### config.mk
export PLATFORM = sky130hd
export DESIGN_NAME = ebp_pwm
export DESIGN_NICKNAME = d
export VERILOG_FILES = /design/src/ebp_pkg.sv /design/src/ebp_pwm.sv
export SDC_FILE = /design/constraint.sdc
export NUM_CORES = 1
export LEC_CHECK = 0
export BUFFER_PORTS_ARGS = -buffer_cell sky130_fd_sc_hd__buf_4
export CORE_ASPECT_RATIO = 0.9
export CORE_MARGIN = 10
export CORE_UTILIZATION = 49
export DETAILED_ROUTE_END_ITERATION = 8
export GPL_TIMING_DRIVEN = 0
export MAX_ROUTING_LAYER = met4
export PLACE_DENSITY = 0.71
export SLEW_MARGIN = 40
export SYNTH_ARGS = -nofsm -noshare
export SYNTH_HDL_FRONTEND = slang
export SYNTH_SLANG_ARGS = --single-unit
### constraint.sdc
create_clock -name CLK_I -period 4.8 [get_ports CLK_I]
set_input_delay 1.44 -clock CLK_I [delete_from_list [all_inputs] [get_ports CLK_I]]
set_output_delay 1.44 -clock CLK_I [all_outputs]
set_load 0.03 [all_outputs]
### src/ebp_pkg.sv
// Package of field positions, encodings and timing constants for the bridge PWM
package ebp_pkg;
  // Control word field positions
  localparam int CFG_HI   = 7;
  localparam int CFG_LO   = 6;
  localparam int DLO_HI   = 5;
  localparam int DLO_LO   = 4;
  localparam int MODE_HI  = 3;
  localparam int MODE_LO  = 0;
  localparam int POL_AC   = 1;  // Mode bit: outputs A and C active low
  localparam int POL_BD   = 0;  // Mode bit: outputs B and D active low

  // Output configuration encodings
  localparam logic [1:0] CFG_SINGLE = 2'h0;
  localparam logic [1:0] CFG_HALF   = 2'h2;
  localparam logic [1:0] CFG_FWD    = 2'h1;
  localparam logic [1:0] CFG_REV    = 2'h3;
  localparam logic [1:0] MODE_PWM   = 2'h3;  // Mode bits 3:2 select PWM

  // Prescaler select encodings (1x selects 16)
  localparam logic [1:0] PRE_DIV1 = 2'h0;
  localparam logic [1:0] PRE_DIV4 = 2'h1;

  // Widths and reset values
  localparam int         NUM_TMR  = 2;
  localparam int         FINE_W   = 6;
  localparam int         DB_W     = 7;
  localparam logic [7:0] RST_BYTE = 8'h00;

  // Oscillator period and one instruction cycle in oscillator periods
  localparam int         TOSC_NS     = 4;
  localparam int         CLK_NS      = 4;
  localparam int         INSTR_TOSC  = 4;
  localparam int         INSTR_CYC   = (INSTR_TOSC * TOSC_NS + CLK_NS - 1)
                                       / CLK_NS;
  localparam logic [1:0] Q_LAST      = 2'(INSTR_CYC - 1);

  // Last fine count of one timer tick for each prescale ratio
  localparam logic [FINE_W-1:0] FINE_LAST1  = 6'h03;
  localparam logic [FINE_W-1:0] FINE_LAST4  = 6'h0F;
  localparam logic [FINE_W-1:0] FINE_LAST16 = 6'h3F;

  typedef enum logic [1:0] {ST_IDLE, ST_ARMED, ST_RUN} ebp_state_t;
endpackage : ebp_pkg

### src/ebp_pwm.sv
// Enhanced bridge PWM: two base timers, buffered duty, bridge steering
// Notes on behaviour
// - Configuration comes from control bits 7:6, polarity from bits 1:0.
// - Written control values take effect when the base timer resets; a direction change swaps A and C one tick before it.
// - Dead-band count loads at both the duty match and the period boundary.
// - After enable, output starts only at the next timer reset.
// - Period is (limit + 1) times four oscillator periods times prescale.
// - Timer equal to period limit clears on the next increment.
// - Modulated output sets at each period start unless duty is zero.
// - Duty writes allowed anytime; shadow copies them only at period match.
// - Postscaler changes only the timer event rate, never the PWM period.
// - Duty is ten bits: eight from duty register, two from bits 5:4.
// - Pulse width is duty times one oscillator period times prescale.
// - Shadow duty register is read only; software cannot write it.
// - Output clears when shadow plus latch equals extended timer value.
// - Duty longer than period means the output never clears.
// - Config codes: 00 single, 10 half, 01 forward, 11 reverse.
// - Forward: A active, B and C inactive, D modulated.
// - Reverse: C active, A and D inactive, B modulated.
// - Timer prescaler divides by 1, 4 or 16.
// - One of two base timers is chosen as period source.
// - Half bridge: modulated signal on A, complement on B.
// - Half bridge: each turn-on is delayed by dead-band instruction cycles.
// - Direction change: modulated outputs inactive in last tick before switch.
`timescale 1ns/10ps
module ebp_pwm (
  input  wire logic       CLK_I,
  input  wire logic       RST_I,
  input  wire logic [7:0] MODULE_CONTROL_I,
  input  wire logic [7:0] DUTY_WRITE_I,
  input  wire logic [6:0] DEADBAND_COUNT_I,
  input  wire logic       TIMER_SELECT_I,
  input  wire logic [1:0] TIMER_ON_I,
  input  wire logic [7:0] PERIOD_LIMIT_I,
  input  wire logic [7:0] ALT_PERIOD_LIMIT_I,
  input  wire logic [1:0] PRESCALE_SEL_I,
  input  wire logic [1:0] ALT_PRESCALE_SEL_I,
  input  wire logic [3:0] POSTSCALE_SEL_I,
  input  wire logic [3:0] ALT_POSTSCALE_SEL_I,
  output logic      [7:0] DUTY_SHADOW_O,
  output logic      [7:0] BASE_TIMER_O,
  output logic      [7:0] ALT_BASE_TIMER_O,
  output logic      [1:0] TIMER_EVENT_O,
  output logic            PWM_RUNNING_O,
  output logic            BRIDGE_OUT_A_O,
  output logic            BRIDGE_OUT_B_O,
  output logic            BRIDGE_OUT_C_O,
  output logic            BRIDGE_OUT_D_O
);
  import ebp_pkg::*;

  // Last fine count of a timer tick for the chosen prescale
  function automatic logic [FINE_W-1:0] fine_last(input logic [1:0] pre);
    if (pre == PRE_DIV1) begin
      fine_last = FINE_LAST1;
    end else if (pre == PRE_DIV4) begin
      fine_last = FINE_LAST4;
    end else begin
      fine_last = FINE_LAST16;
    end
  endfunction : fine_last

  // Fine position inside a tick at which the two low duty bits match
  function automatic logic [FINE_W-1:0] clr_pos(input logic [1:0] pre,
                                                input logic [1:0] lo2);
    if (pre == PRE_DIV1) begin
      clr_pos = {4'h0, lo2};
    end else if (pre == PRE_DIV4) begin
      clr_pos = {2'h0, lo2, 2'h0};
    end else begin
      clr_pos = {lo2, 4'h0};
    end
  endfunction : clr_pos

  logic [7:0]        pr_in    [NUM_TMR];
  logic [1:0]        pre_in   [NUM_TMR];
  logic [3:0]        post_in  [NUM_TMR];
  logic [FINE_W-1:0] fine     [NUM_TMR];
  logic [7:0]        tmr      [NUM_TMR];
  logic [3:0]        post_cnt [NUM_TMR];
  logic              tmr_ev   [NUM_TMR];
  logic              wrap     [NUM_TMR];

  assign pr_in[0]   = PERIOD_LIMIT_I;
  assign pr_in[1]   = ALT_PERIOD_LIMIT_I;
  assign pre_in[0]  = PRESCALE_SEL_I;
  assign pre_in[1]  = ALT_PRESCALE_SEL_I;
  assign post_in[0] = POSTSCALE_SEL_I;
  assign post_in[1] = ALT_POSTSCALE_SEL_I;

  // Two identical base timers; the fine count spans one prescaled tick
  genvar g;
  generate
    for (g = 0; g < NUM_TMR; g++) begin : g_tmr
      assign wrap[g] = TIMER_ON_I[g] && (fine[g] == fine_last(pre_in[g]))
                       && (tmr[g] == pr_in[g]);
      always_ff @(posedge CLK_I) begin
        if (RST_I) begin
          fine[g]     <= '0;
          tmr[g]      <= RST_BYTE;
          post_cnt[g] <= 4'h0;
          tmr_ev[g]   <= 1'b0;
        end else begin
          tmr_ev[g] <= 1'b0;
          if (TIMER_ON_I[g]) begin
            if (fine[g] == fine_last(pre_in[g])) begin
              fine[g] <= '0;
              if (tmr[g] == pr_in[g]) begin
                tmr[g] <= RST_BYTE;
                // Postscaler only paces the event, not the period
                if (post_cnt[g] == post_in[g]) begin
                  post_cnt[g] <= 4'h0;
                  tmr_ev[g]   <= 1'b1;
                end else begin
                  post_cnt[g] <= post_cnt[g] + 4'h1;
                end
              end else begin
                tmr[g] <= tmr[g] + 8'h01;
              end
            end else begin
              fine[g] <= fine[g] + 6'h01;
            end
          end
        end
      end
    end
  endgenerate

  assign BASE_TIMER_O     = tmr[0];
  assign ALT_BASE_TIMER_O = tmr[1];
  assign TIMER_EVENT_O    = {tmr_ev[1], tmr_ev[0]};

  // Period source selection
  logic              sel;
  logic [FINE_W-1:0] s_fine;
  logic [7:0]        s_tmr;
  logic [7:0]        s_pr;
  logic [1:0]        s_pre;
  logic              boundary;
  logic              last_tick;

  assign sel       = TIMER_SELECT_I;
  assign s_fine    = fine[sel];
  assign s_tmr     = tmr[sel];
  assign s_pr      = pr_in[sel];
  assign s_pre     = pre_in[sel];
  assign boundary  = wrap[sel];
  assign last_tick = TIMER_ON_I[sel] && (s_tmr == s_pr);

  // Written control fields
  logic [1:0] wr_cfg;
  logic [3:0] wr_mode;
  logic [1:0] wr_lo2;
  logic       wr_pwm;

  assign wr_cfg  = MODULE_CONTROL_I[CFG_HI:CFG_LO];
  assign wr_mode = MODULE_CONTROL_I[MODE_HI:MODE_LO];
  assign wr_lo2  = MODULE_CONTROL_I[DLO_HI:DLO_LO];
  assign wr_pwm  = (wr_mode[3:2] == MODE_PWM);

  // Enable waits for a timer reset so the first period is whole
  ebp_state_t state;
  logic       next_run;

  assign next_run = wr_pwm && (state != ST_IDLE);

  always_ff @(posedge CLK_I) begin
    if (RST_I) begin
      state         <= ST_IDLE;
      PWM_RUNNING_O <= 1'b0;
    end else begin
      case (state)
        ST_IDLE: begin
          if (wr_pwm) begin
            state <= ST_ARMED;
          end
        end
        ST_ARMED: begin
          if (!wr_pwm) begin
            state <= ST_IDLE;
          end else if (boundary) begin
            state         <= ST_RUN;
            PWM_RUNNING_O <= 1'b1;
          end
        end
        ST_RUN: begin
          if (boundary && !wr_pwm) begin
            state         <= ST_IDLE;
            PWM_RUNNING_O <= 1'b0;
          end
        end
        default: begin
          state         <= ST_IDLE;
          PWM_RUNNING_O <= 1'b0;
        end
      endcase
    end
  end

  // Active copies load only at the period boundary to avoid glitches
  logic [1:0] act_cfg;
  logic [3:0] act_mode;
  logic [1:0] duty_lo2;

  always_ff @(posedge CLK_I) begin
    if (RST_I) begin
      act_cfg       <= CFG_SINGLE;
      act_mode      <= 4'h0;
      DUTY_SHADOW_O <= RST_BYTE;
      duty_lo2      <= 2'h0;
    end else if (boundary) begin
      act_cfg       <= wr_cfg;
      act_mode      <= wr_mode;
      DUTY_SHADOW_O <= DUTY_WRITE_I;
      duty_lo2      <= wr_lo2;
    end
  end

  // Extended timer compare; duty beyond the period never matches
  logic clr_hit;
  logic in_run;

  assign in_run  = (state == ST_RUN);
  // Match on the count about to start, so high time is exactly the duty
  assign clr_hit = (s_fine == fine_last(s_pre))
                   ? (((s_tmr + 8'h01) == DUTY_SHADOW_O)
                      && (clr_pos(s_pre, duty_lo2) == '0))
                   : ((s_tmr == DUTY_SHADOW_O)
                      && ((s_fine + 6'h01) == clr_pos(s_pre, duty_lo2)));

  // Modulated signal: set at period start, cleared at the duty match
  logic mod;

  always_ff @(posedge CLK_I) begin
    if (RST_I) begin
      mod <= 1'b0;
    end else if (boundary && next_run) begin
      mod <= ({DUTY_WRITE_I, wr_lo2} != 10'h000);
    end else if (!in_run || clr_hit) begin
      mod <= 1'b0;
    end
  end

  // Dead-band count loads on duty match or period boundary
  logic [DB_W-1:0] db_act;

  always_ff @(posedge CLK_I) begin
    if (RST_I) begin
      db_act <= '0;
    end else if (boundary || (in_run && clr_hit)) begin
      db_act <= DEADBAND_COUNT_I;
    end
  end

  // Instruction cycle enable for dead-band counting
  logic [1:0] q_cnt;
  logic       instr_en;

  assign instr_en = (q_cnt == Q_LAST);

  always_ff @(posedge CLK_I) begin
    if (RST_I) begin
      q_cnt <= 2'h0;
    end else begin
      q_cnt <= q_cnt + 2'h1;
    end
  end

  // Turn-on delay per half-bridge leg; the first decrement may be partial
  logic            half;
  logic            raw    [2];
  logic            raw_q  [2];
  logic [DB_W-1:0] db_cnt [2];
  logic            db_ok  [2];

  assign half   = in_run && (act_cfg == CFG_HALF);
  assign raw[0] = half && mod;
  assign raw[1] = half && !mod;

  generate
    for (g = 0; g < 2; g++) begin : g_db
      assign db_ok[g] = raw[g] && (db_cnt[g] == '0)
                        && !(!raw_q[g] && (db_act != '0));
      always_ff @(posedge CLK_I) begin
        if (RST_I) begin
          raw_q[g]  <= 1'b0;
          db_cnt[g] <= '0;
        end else begin
          raw_q[g] <= raw[g];
          if (raw[g] && !raw_q[g]) begin
            // The current instruction tick already counts as one step
            db_cnt[g] <= (instr_en && (db_act != '0)) ? db_act - 7'h01
                                                       : db_act;
          end else if (!raw[g]) begin
            db_cnt[g] <= '0;
          end else if (instr_en && (db_cnt[g] != '0)) begin
            db_cnt[g] <= db_cnt[g] - 7'h01;
          end
        end
      end
    end
  endgenerate

  // Pending full-bridge direction change
  logic dir_chg;

  assign dir_chg = in_run && wr_pwm && act_cfg[0] && wr_cfg[0]
                   && (wr_cfg != act_cfg);

  // Output steering in active-level terms, 1 meaning active
  logic [3:0] lvl;

  always_comb begin
    lvl = 4'h0;
    if (in_run) begin
      if (dir_chg && last_tick) begin
        // Modulated legs blank while the fixed legs swap sides
        lvl = {1'b0, (wr_cfg == CFG_REV), 1'b0,
               (wr_cfg == CFG_FWD)};
      end else begin
        case (act_cfg)
          CFG_SINGLE: lvl = {3'h0, mod};
          CFG_HALF:   lvl = {2'h0, db_ok[1], db_ok[0]};
          CFG_FWD:    lvl = {mod, 2'h0, 1'b1};
          CFG_REV:    lvl = {1'b0, 1'b1, mod, 1'b0};
          default:    lvl = 4'h0;
        endcase
      end
    end
  end

  // Pins registered with polarity applied
  always_ff @(posedge CLK_I) begin
    if (RST_I) begin
      BRIDGE_OUT_A_O <= 1'b0;
      BRIDGE_OUT_B_O <= 1'b0;
      BRIDGE_OUT_C_O <= 1'b0;
      BRIDGE_OUT_D_O <= 1'b0;
    end else begin
      BRIDGE_OUT_A_O <= lvl[0] ^ act_mode[POL_AC];
      BRIDGE_OUT_B_O <= lvl[1] ^ act_mode[POL_BD];
      BRIDGE_OUT_C_O <= lvl[2] ^ act_mode[POL_AC];
      BRIDGE_OUT_D_O <= lvl[3] ^ act_mode[POL_BD];
    end
  end
endmodule : ebp_pwm

# Word-level counts from Yosys, hierarchy flattened

Memories as Yosys holds them, arrays and structs flattened.
Index checks and enable logic that the tools add are counted.

Register bits after elaboration: 31
Bits in writable memories: 54
Input bits: 56
Output and inout bits: 31
Logic and storage cells: 299
Memories: 6

Memory list:

| name     | words | bits a word | rd ports | clocked after memory_dff | write ports | RTL line       | source |
|---|---|---|---|---|---|---|---|
| tmr      | 2     | 8           | 3        | 0                        | 2           | ebp_pwm.sv:79  | `logic [7:0] tmr [NUM_TMR];` |
| db_cnt   | 2     | 7           | 2        | 0                        | 2           | ebp_pwm.sv:273 | `logic [DB_W-1:0] db_cnt [2];` |
| fine     | 2     | 6           | 3        | 0                        | 2           | ebp_pwm.sv:78  | `logic [FINE_W-1:0] fine [NUM_TMR];` |
| post_cnt | 2     | 4           | 2        | 0                        | 2           | ebp_pwm.sv:80  | `logic [3:0] post_cnt [NUM_TMR];` |
| raw_q    | 2     | 1           | 2        | 0                        | 2           | ebp_pwm.sv:272 | `logic raw_q [2];` |
| tmr_ev   | 2     | 1           | 2        | 0                        | 2           | ebp_pwm.sv:81  | `logic tmr_ev [NUM_TMR];` |

Add/subtract/negate cells: 12
Order comparisons: 2
Equal/unequal tests: 31
Multiplexer cells: 150
Bitwise logic cells: 30
Reduce and logical (&&, ||, !) cells: 55

Operators by type and width:

| cell                                                               | count |
|---|---|
| 1-bit 2-to-1 mux                                                   | 104 |
| 6-bit 2-to-1 mux                                                   | 16 |
| 8-bit 2-to-1 mux                                                   | 7 |
| 7-bit 2-to-1 mux                                                   | 7 |
| 8-bit == test                                                      | 5 |
| 6-bit == test                                                      | 6 |
| 1-bit logical AND                                                  | 30 |
| 8-bit by 1-bit adder with 8-bit output, second input constant      | 3 |
| 4-bit 2-to-1 mux                                                   | 6 |
| 1-bit OR                                                           | 24 |
| 7-bit nonzero test                                                 | 3 |
| 7-bit by 1-bit subtractor with 7-bit output, second input constant | 3 |
| 6-bit by 1-bit adder with 6-bit output, second input constant      | 3 |
| 4-bit one-hot mux with 4 select lines                              | 1 |
| 7-bit logical NOT                                                  | 2 |
| 2-bit 2-to-1 mux                                                   | 7 |
| 2-bit by 1-bit == test with 1-bit output, second input constant    | 6 |
| 2-bit == test, second input constant                               | 6 |
| 2-bit logical NOT                                                  | 5 |
| 10-bit nonzero test                                                | 1 |
| 4-bit by 1-bit adder with 4-bit output, second input constant      | 2 |
| 4-bit == test                                                      | 2 |
| 1-bit logical NOT                                                  | 7 |
| 6-bit logical NOT                                                  | 1 |
| other kinds (16)                                                   | 23 |

# Logic depth before layout (Yosys ltp)

Gate-level depths: netlist of the first run.

Depth in word-level cells: 13
Gate-level depth with buffers: 14
Mapped depth without buffers: 11

# Worst setup path after synthesis of the first run

No wires, ideal clock.

Path type: input -> register
Start point: input port TIMER_SELECT_I
End point: register db_act[0]
Setup time: 0.118 ns
Arrival: 3.989 ns
Data required time: 4.682 ns
Setup slack: 0.693 ns
Cell stages on the path: 14
Buffers on the path: 4
Path through: buf_6 -> buf_2 -> buf_2 -> mux2_2 -> ha_1 -> nand2_1 -> nor3_1 -> a31oi_1 -> o32ai_1 -> nand2_1 -> or4_1 -> o21a_1 -> buf_6 -> mux2i_1

Word-level cells in the longest chain between the ends: 12
Elaborated cells between the ends (all ways): 27
Classes of those cells: 2 x add/sub; 5 x eq/ne; 11 x mux; 1 x bitwise; 6 x reduce/logical; 2 x memory

RTL lines:

| element                                                   | RTL line       | source |
|---|---|---|
| from (decl)                                               | ebp_pwm.sv:32  | `input wire logic TIMER_SELECT_I,` |
| branches (longest 11 deep; another with memory 2 x 8 bit) | -              |  |
| 1-bit logical OR (*)                                      | ebp_pwm.sv:250 | `end else if (boundary \|\| (in_run && clr_hit)) begin` |
| to (signal assigned)                                      | ebp_pwm.sv:249 | `db_act <= '0;` |
| to (signal assigned)                                      | ebp_pwm.sv:251 | `db_act <= DEADBAND_COUNT_I;` |
| to (decl)                                                 | ebp_pwm.sv:245 | `logic [DB_W-1:0] db_act;` |

Mark *: on every way between the ends. The select of a mux whose other input is x is not followed.
A chain may end at the register's enable or synchronous reset.

# Worst setup path after layout of the first run

Start point: input port TIMER_SELECT_I
End point: register db_act[1]

Same word-level chain as after synthesis.

==> metrics.csv, run 1 <==
metric;value;unit
synthesized area;0.005396;mm^2
unrepaired setup endpoints after global routing;false;
Yosys reg bits;85;
final critical-path setup slack;539.6;ps
layout cells sized above 1;0.1778;
worst reg2reg setup slack;1680;ps
reg2reg start;tmr[1][2]$_SDFFCE_PN0P_;
clock slew at reported path FFs;60;ps
I/O Pins;87;
routed length on met1;6723;um
Iter 0 DRT Violations;415;
Leakage;2.561;nW
CP arrival;4490;ps
Min Hold Slack;425.7;ps
Final Hold Viols;0;
clock buffer depth;2;
hold_sp;q_cnt[0]$_SDFF_PP0_;
synth top area cells;edfxtp_1 (28%), dfxtp_1 (13%), xnor2_1 (7.5%);
# hold bufs at CTS;0;
fillers;966;
# DRC;0;
commonest cells in the netlist;nor2_1 (77), edfxtp_1 (51), xnor2_1 (46), xor2_1 (43);
Async S/R FF share, synth;0;
area leader, netlist;edfxtp_1;
CP required;5030;ps
Worst Path Max Fanout;10;
metal3 WL;841;um
number of diodes;0;
R2R Path End;DUTY_SHADOW_O[4]$_SDFFE_PP0P_;
antenna viol nets, final;0;
total power draw;1.674;mW
Avg Vias per Cell;5.599;
# H-tree levels;3;
clock root cell;clkbuf_16;
die width;130.6;um
Yosys warning count;0;
worst rel slew slack;0.5876;
hold path depth;1;
die height;119.6;um
max cap viols;0;
core area;0.01081;mm^2
Pwr Density;258.5;mW/mm^2
sequential share of the synthesized area;0.4099;
dpl ws;233.2;ps
Worst Clk Skew;11.07;ps
die footprint;0.01562;mm^2
Final TNS setup;0;ps
DR WL met2;6291;um
post-synthesis cell count;574;
largest net degree at the start of global routing;16;
final core utilization;0.5990;
Worst-Skew Late Latency;350;ps
Detailed Place HPWL;10780;um
grt total ovfl;0;
type of destination of the critical path;flop;
vias after detailed routing;4524;
RePlAce Congestion;0.9230;
syn_area_per_cell;9.401;um^2
top achievable clock speed;0.2347;GHz
WHS Endpoint;q_cnt[0]$_SDFF_PP0_;
GRT Util Overall;0.1865;
Yosys cell types;61;
CTS Buf Count;9;
CTS tree;yes;
Setup Fix Bufs, Post-CTS;0;
VDD IR max;156.5;uV
Synthesized Nets;643;
Post-synth top flop;edfxtp_1;
Critical Path Source Type;primary input;
Slew Limit Fails;0;
worst slew pin tran;617.9;ps
DR WL/cell;17.39;um
critical path class;primary input to flop;
top routing layer used;met4;
Initial Util;0.4992;
count leader, synth;nor2_1;
initial antenna violation count;0;
clk sinks;85;
Area Overhead vs Synth;19.99;%
Tcrit/Tclk final;0.8876;
Hold Path Class;flop to flop;
WL final;14050;um
vias in the first global route;4554;
setup violators final;0;
post-synth top area share;0.2838;
status;finished, final reports clean;
cell row count;36;
Post-synth EDFFs;51;
drt pass-1 iters;5;
fin crit period;4260;ps
global-route wire length before repair;22870;um
Reg2Reg Depth;10;
post_cts resized;0;
Final Net Count;739;
Port Buffer Count;85;
[where the power goes]
group	leakage, nW	internal [mW]	total (mW)	switching [mW]
logic	1.60	0.0964	0.205	0.109
clock network	0.126	0.352	0.662	0.310
registers	0.838	0.787	0.807	0.0191
total	2.56	1.24	1.67	0.438
[per-stage QoR]
step | cells | cell area, um^2
floorplan | 574 | 5396
global placement | 792 | 6201
detailed placement | 792 | 6201
CTS | 808 | 6475
global route | 808 | 6475
finish | 808 | 6475
[worst max path at each step]
| stage | startpoint | endpoint | slack (ps) | cells past startpoint |
|---|---|---|---|---|
| after CTS | TIMER_SELECT_I | db_act[4]$_SDFFE_PP0P_ | 570 | 15 |
| after global routing | TIMER_SELECT_I | db_act[3]$_SDFFE_PP0P_ | 360 | 15 |
| after detailed placement | TIMER_SELECT_I | db_act[4]$_SDFFE_PP0P_ | 230 | 15 |
| final | TIMER_SELECT_I | db_act[1]$_SDFFE_PP0P_ | 540 | 15 |
| after global placement | TIMER_SELECT_I | db_act[1]$_SDFFE_PP0P_ | 280 | 15 |
| after floorplan | TIMER_SELECT_I | db_act[0]$_SDFFE_PP0P_ | 690 | 14 |
[sequential cells by signal, summed over array words and instances (netlist names), 2 cells and up]
| signal | flops |
|---|---|
| fine | 12 |
| DUTY_SHADOW_O | 8 |
| duty_lo2 | 2 |
| state | 2 |
| tmr_ev | 2 |
| raw_q | 2 |
| tmr | 16 |
| act_mode | 2 |
| q_cnt | 2 |
| post_cnt | 8 |
| db_cnt | 14 |
| act_cfg | 2 |
| db_act | 7 |
[area by class of cell]
class | instances | area (um^2) | area share
multi-input combinational | 440 | 2962 | 0.4574
tap | 133 | 166.4 | 0.02570
buffer | 32 | 158.9 | 0.02454
clock inverter | 7 | 48.80 | 0.007536
sequential | 85 | 2212 | 0.3416
clock buffer | 9 | 225.2 | 0.03478
timing repair buffer | 85 | 638.1 | 0.09855
inverter | 17 | 63.81 | 0.009855
[cell usage in the layout, fill, tap and decap left out, types with 17 or more instances in the layout]
cell / synthesis / routed
clkbuf_1: 22 / 22
buf_4: 3 / 88
nand3_1: 30 / 30
nand2b_1: 23 / 23
mux2i_1: 34 / 34
inv_1: 17 / 17
xnor2_1: 46 / 46
nand2_1: 33 / 33
xor2_1: 43 / 43
nor2_1: 77 / 77
dfxtp_1: 34 / 34
edfxtp_1: 51 / 51
[worst max-delay path: stages]
cell     delay, ps
buf_4           90
buf_6          130
buf_2          220
buf_2          310
mux2_2         390
ha_1           320
nand2_1         70
nor3_1         170
a31oi_1         70
o32ai_1        140
nand2_1         80
or4_1          570
o21a_1         220
buf_6          150
mux2i_1        120
[cells by family after synthesis]
| logic type | Yosys count | share of synthesized area |
|---|---|---|
| AO/OA/AOI/OAI | 62 | 0.07767 |
| XOR/XNOR | 89 | 0.1444 |
| adder cells (fa/ha/maj) | 13 | 0.03014 |
| buffers and inverters | 49 | 0.04127 |
| flip-flops | 85 | 0.4099 |
| multiplexers | 39 | 0.07814 |
| other | 1 | 0.0006949 |
| AND/OR/NAND/NOR | 236 | 0.2177 |
[per-layer routing]
layer / up-vias / global-route usage
met4: 0 / 0.05208
met2: 179 / 0.2779
met5: - / -
met3: 22 / 0.03125
met1: 2103 / 0.2556
li1: 2220 / -
No activity file was read; power rests on OpenSTA's default activity.
==> inputs of run 2 (changes only) <==
--- a/config.mk
+++ b/config.mk
@@ -7,7 +7,7 @@
 export LEC_CHECK = 0
 export BUFFER_PORTS_ARGS = -buffer_cell sky130_fd_sc_hd__buf_4
 export CORE_ASPECT_RATIO = 0.9
-export CORE_MARGIN = 10
+export CORE_MARGIN = 2
 export CORE_UTILIZATION = 49
 export DETAILED_ROUTE_END_ITERATION = 8
 export GPL_TIMING_DRIVEN = 0
==> run 2 against run 1 <==
  * Power about the same
  * Combinational power about the same
  * Design area about the same
  * Via count increased by 1.1%
==> metrics.csv, run 2 (synthesis gave the netlist of run 1 again) <==
metric;value;unit
FF/Latch Area;0.002212;mm^2
# DRC;0;
worst reg2reg setup slack;1800;ps
Avg Vias per Cell;5.663;
die width;114.6;um
VDD IR max;139.9;uV
Leakage;2.573;nW
most common cell after layout, fill and taps aside;buf_4;
# H-tree levels;3;
critical path capture point;db_act[0]$_SDFFE_PP0P_;
CTS Buf Count;9;
status;finished, final reports clean;
Critical Path Start;TIMER_SELECT_I;
Reg2Reg Depth;10;
Worst Path Max Fanout;10;
Critical Path Source Type;primary input;
max FFs per register;16;
initial antenna violation count;0;
vias in the first global route;4423;
DR WL/cell;16.77;um
fillers;921;
max cap viols;0;
# hold bufs at CTS;0;
Setup Fix Bufs, Post-CTS;0;
vias after detailed routing;4576;
WL final;13550;um
R2R Path End;act_cfg[1]$_SDFFE_PP0P_;
Worst-Skew Late Latency;350;ps
RePlAce Congestion;0.8886;
clock root cell;clkbuf_16;
clock slew at reported path FFs;70;ps
Worst Clk Skew;8.946;ps
GRT Util Overall;0.2402;
Detailed Place HPWL;10350;um
commonest non-fill, non-tap cells in the layout;buf_4 (88), nor2_1 (77), edfxtp_1 (51);
Min Hold Slack;430.1;ps
layout cells sized above 1;0.1763;
number of diodes;0;
Slew Limit Fails;0;
fin crit period;4301;ps
Final Net Count;739;
unrepaired setup endpoints after global routing;false;
Hold Path Class;flop to flop;
clock buffer depth;2;
worst slew pin tran;635.5;ps
multi-input logic area;0.002962;mm^2
antenna viol nets, final;0;
Final Hold Viols;0;
grt total ovfl;0;
top achievable clock speed;0.2325;GHz
I/O Pins;87;
CP required;5040;ps
setup violators final;0;
cell row count;36;
worst rel slew slack;0.5759;
Tcrit/Tclk final;0.8961;
drt pass-1 iters;5;
Biggest register;tmr;
global-route wire length before repair;22010;um
Port Buffer Count;85;
reg2reg start;tmr[1][3]$_SDFFCE_PN0P_;
critical path class;primary input to flop;
Pwr Density;258.3;mW/mm^2
die height;103.6;um
CTS tree;yes;
type of destination of the critical path;flop;
Iter 0 DRT Violations;243;
clk sinks;85;
Area Overhead vs Synth;20.03;%
CP arrival;4540;ps
final core utilization;0.6017;
post_cts resized;0;
Final TNS setup;0;ps
Initial Util;0.5013;
die footprint;0.01187;mm^2
Top Registers;tmr (16), db_cnt (14), fine (12);
core area;0.01077;mm^2
largest net degree at the start of global routing;15;
total power draw;1.673;mW
run 2: worst min path at each step:
stage | startpoint | end | slack (ps) | cells after the start
after floorplan | q_cnt[0]$_SDFF_PP0_ | q_cnt[0]$_SDFF_PP0_ | 400 | 1
after detailed placement | q_cnt[0]$_SDFF_PP0_ | q_cnt[0]$_SDFF_PP0_ | 420 | 1
final | q_cnt[0]$_SDFF_PP0_ | q_cnt[0]$_SDFF_PP0_ | 430 | 1
after CTS | q_cnt[0]$_SDFF_PP0_ | q_cnt[0]$_SDFF_PP0_ | 430 | 1
after global routing | q_cnt[0]$_SDFF_PP0_ | q_cnt[0]$_SDFF_PP0_ | 450 | 1
after global placement | q_cnt[0]$_SDFF_PP0_ | q_cnt[0]$_SDFF_PP0_ | 410 | 1
run 2: report_power, final:
| part | internal (mW) | total, mW | switching (mW) |
|---|---|---|---|
| logic | 0.0964 | 0.206 | 0.110 |
| clock network | 0.366 | 0.660 | 0.294 |
| registers | 0.788 | 0.807 | 0.0194 |
| total | 1.25 | 1.67 | 0.423 |
run 2: layout make-up:
type                            instances  share of cell area
Tap cell                              133             0.02569
Clock buffer                           11             0.03747
Timing Repair Buffer                   85             0.09851
Clock inverter                          5            0.005215
Buffer                                 32             0.02453
Inverter                               17            0.009851
Sequential cell                        85              0.3415
Multi-Input combinational cell        440              0.4572
run 2: metrics by stage:
step	cell area, um^2	std cells	setup slack, ps
finish	6477	808	498.7
global placement	6201	792	291.8
CTS	6477	808	530.3
detailed placement	6201	792	181.0
floorplan	5396	574	692.6
global route	6477	808	340.5
run 2: routing by layer:
| layer | global-route usage | share of wire |
|---|---|---|
| met1 | 0.3385 | 0.46 |
| met2 | 0.3567 | 0.45 |
| met3 | 0.04272 | 0.065 |
| met4 | 0.06620 | 0.017 |
| met5 | - | 0 |
run 2: worst max-delay path: stages:
cell	delay [ps]
buf_4	90
buf_6	130
buf_2	240
buf_2	340
mux2_2	390
ha_1	340
nand2_1	70
nor3_1	170
a31oi_1	70
o32ai_1	140
nand2_1	80
or4_1	560
o21a_1	210
buf_6	150
mux2i_1	120
==> inputs of run 3 (changes only) <==
--- a/config.mk
+++ b/config.mk
@@ -6,13 +6,15 @@
 export NUM_CORES = 1
 export LEC_CHECK = 0
 export BUFFER_PORTS_ARGS = -buffer_cell sky130_fd_sc_hd__buf_4
+export CELL_PAD_IN_SITES_DETAIL_PLACEMENT = 0
+export CELL_PAD_IN_SITES_GLOBAL_PLACEMENT = 1
 export CORE_ASPECT_RATIO = 0.9
 export CORE_MARGIN = 2
-export CORE_UTILIZATION = 49
+export CORE_UTILIZATION = 44
 export DETAILED_ROUTE_END_ITERATION = 8
 export GPL_TIMING_DRIVEN = 0
 export MAX_ROUTING_LAYER = met4
-export PLACE_DENSITY = 0.71
+export PLACE_DENSITY_LB_ADDON = 0.1
 export SLEW_MARGIN = 40
 export SYNTH_ARGS = -nofsm -noshare
 export SYNTH_HDL_FRONTEND = slang
==> run 3 against run 2 <==
  * Sequential power about the same
  * Largest cell class unchanged
  * Wire length increased by 1.2%
  * Design area increased by 0.43%
  * Maximum frequency increased by 0.57%
  * Non-clock buffer count unchanged
  * Combinational power about the same
  * Largest power group unchanged
  * First-iteration DRC count increased by 21%
  * Highest routed layer unchanged
==> metrics.csv, run 3 (synthesis gave the netlist of run 1 again) <==
metric;value;unit
setup violators final;0;
Detailed Place HPWL;10500;um
CP arrival;4510;ps
unrepaired setup endpoints after global routing;false;
Worst Path Max Fanout;10;
Worst Clk Skew;4.941;ps
fin crit period;4277;ps
max cap viols;0;
Final Hold Viols;0;
die footprint;0.01317;mm^2
top achievable clock speed;0.2338;GHz
commonest non-fill, non-tap cells in the layout;buf_4 (88), nor2_1 (77), edfxtp_1 (51);
I/O Pins;87;
initial antenna violation count;0;
clock root cell;clkbuf_16;
Min Hold Slack;427.3;ps
clock slew at reported path FFs;60;ps
grt total ovfl;0;
Leakage;2.569;nW
Slowest-stage cell, CP;or4_1;
hold path depth;1;
Critical Path Source Type;primary input;
critical path class;primary input to flop;
max FFs per register;16;
die width;120.7;um
Reg2Reg Depth;10;
RePlAce Congestion;0.8417;
antenna viol nets, final;0;
CTS Buf Count;9;
type of destination of the critical path;flop;
Final Net Count;739;
CTS tree;yes;
DR WL/cell;16.43;um
worst rel slew slack;0.5649;
clk sinks;85;
most common cell after layout, fill and taps aside;buf_4;
Iter 0 DRT Violations;293;
Final TNS setup;0;ps
vias in the first global route;4269;
CP required;5040;ps
status;finished, final reports clean;
Port Buffer Count;85;
delay of the slowest critical-path stage;570;ps
Hold Path Class;flop to flop;
Area Overhead vs Synth;20.54;%
worst reg2reg setup slack;1840;ps
# H-tree levels;3;
Biggest register;tmr;
global-route wire length before repair;22260;um
worst slew pin tran;651.9;ps
cell row count;38;
die height;109.1;um
WL final;13720;um
Pwr Density;257.7;mW/mm^2
layout cells sized above 1;0.1748;
clock buffer depth;2;
vias after detailed routing;4427;
largest net degree at the start of global routing;14;
Worst-Skew Late Latency;350;ps
GRT Util Overall;0.2245;
Setup Fix Bufs, Post-CTS;0;
Avg Vias per Cell;5.302;
post_cts resized;0;
CP Cell Sequence;buf_4, buf_6, buf_2, buf_2, mux2_2, ha_1, nand2_1, nor3_1, a31oi_1, o32ai_1, nand2_1, or4_1, o21a_1, buf_6, mux2i_1;
# hold bufs at CTS;0;
Initial Util;0.4486;
Tcrit/Tclk final;0.8910;
VDD IR max;225.7;uV
number of diodes;0;
# DRC;0;
core area;0.01203;mm^2
drt pass-1 iters;5;
Slew Limit Fails;0;
Top Registers;tmr (16), db_cnt (14), fine (12);
[run 3: cell types whose count changed in the layout (fill, tap and decap cells not counted)]
cell      delta
clkbuf_1     +2
clkinv_1     -1
clkinv_2     +1
clkinv_4     -1
inv_4        -1
[run 3: path summary, 6_finish.rpt]
| path | from | end |
|---|---|---|
| max | TIMER_SELECT_I | db_act[4]$_SDFFE_PP0P_ |
| min reg2reg | q_cnt[0]$_SDFF_PP0_ | q_cnt[0]$_SDFF_PP0_ |
| max reg2reg | tmr[1][2]$_SDFFCE_PN0P_ | DUTY_SHADOW_O[2]$_SDFFE_PP0P_ |
| min | q_cnt[0]$_SDFF_PP0_ | q_cnt[0]$_SDFF_PP0_ |
[run 3: layout make-up]
cell class	instances	area [um^2]
clock inverters	3	20.02
plain buffers	32	158.9
well taps	160	200.2
fillers	1106	5524
inverters	17	63.81
repair buffers	85	638.1
flip-flops and latches	85	2212
multi-input cells	440	2962
clock buffers	13	250.2
[run 3: report_power, final]
group / switching [mW] / internal, mW
Sequential: 0.0195 / 0.788
Combinational: 0.109 / 0.0964
Clock: 0.297 / 0.366
[run 3: routing by layer]
metal / track usage / wire length (um)
met1: 0.3090 / 6966
met2: 0.3366 / 5987
met3: 0.05335 / 576
met4: 0.05150 / 188
met5: - / 0
[run 3: worst max-delay path: cells and delay by family]
family	cells	cell delay, ps
buf+inv	5	940
simple gates	4	850
mux	2	530
compound gates	3	410
fa+ha+maj	1	330
[run 3: per-stage QoR]
stage            util  instances  instance area (um^2)  setup slack, ps  power, mW
6_report       0.5408        835                  6505            523.2      1.676
3_5_place_dp   0.5183        819                  6235            193.5      1.028
3_3_place_gp   0.5183        819                  6235            244.8      1.024
5_1_grt        0.5408        835                  6505            325.9      1.740
4_1_cts        0.5408        835                  6505            546.5      1.690
2_1_floorplan       -        574                  5396            692.6     0.9432
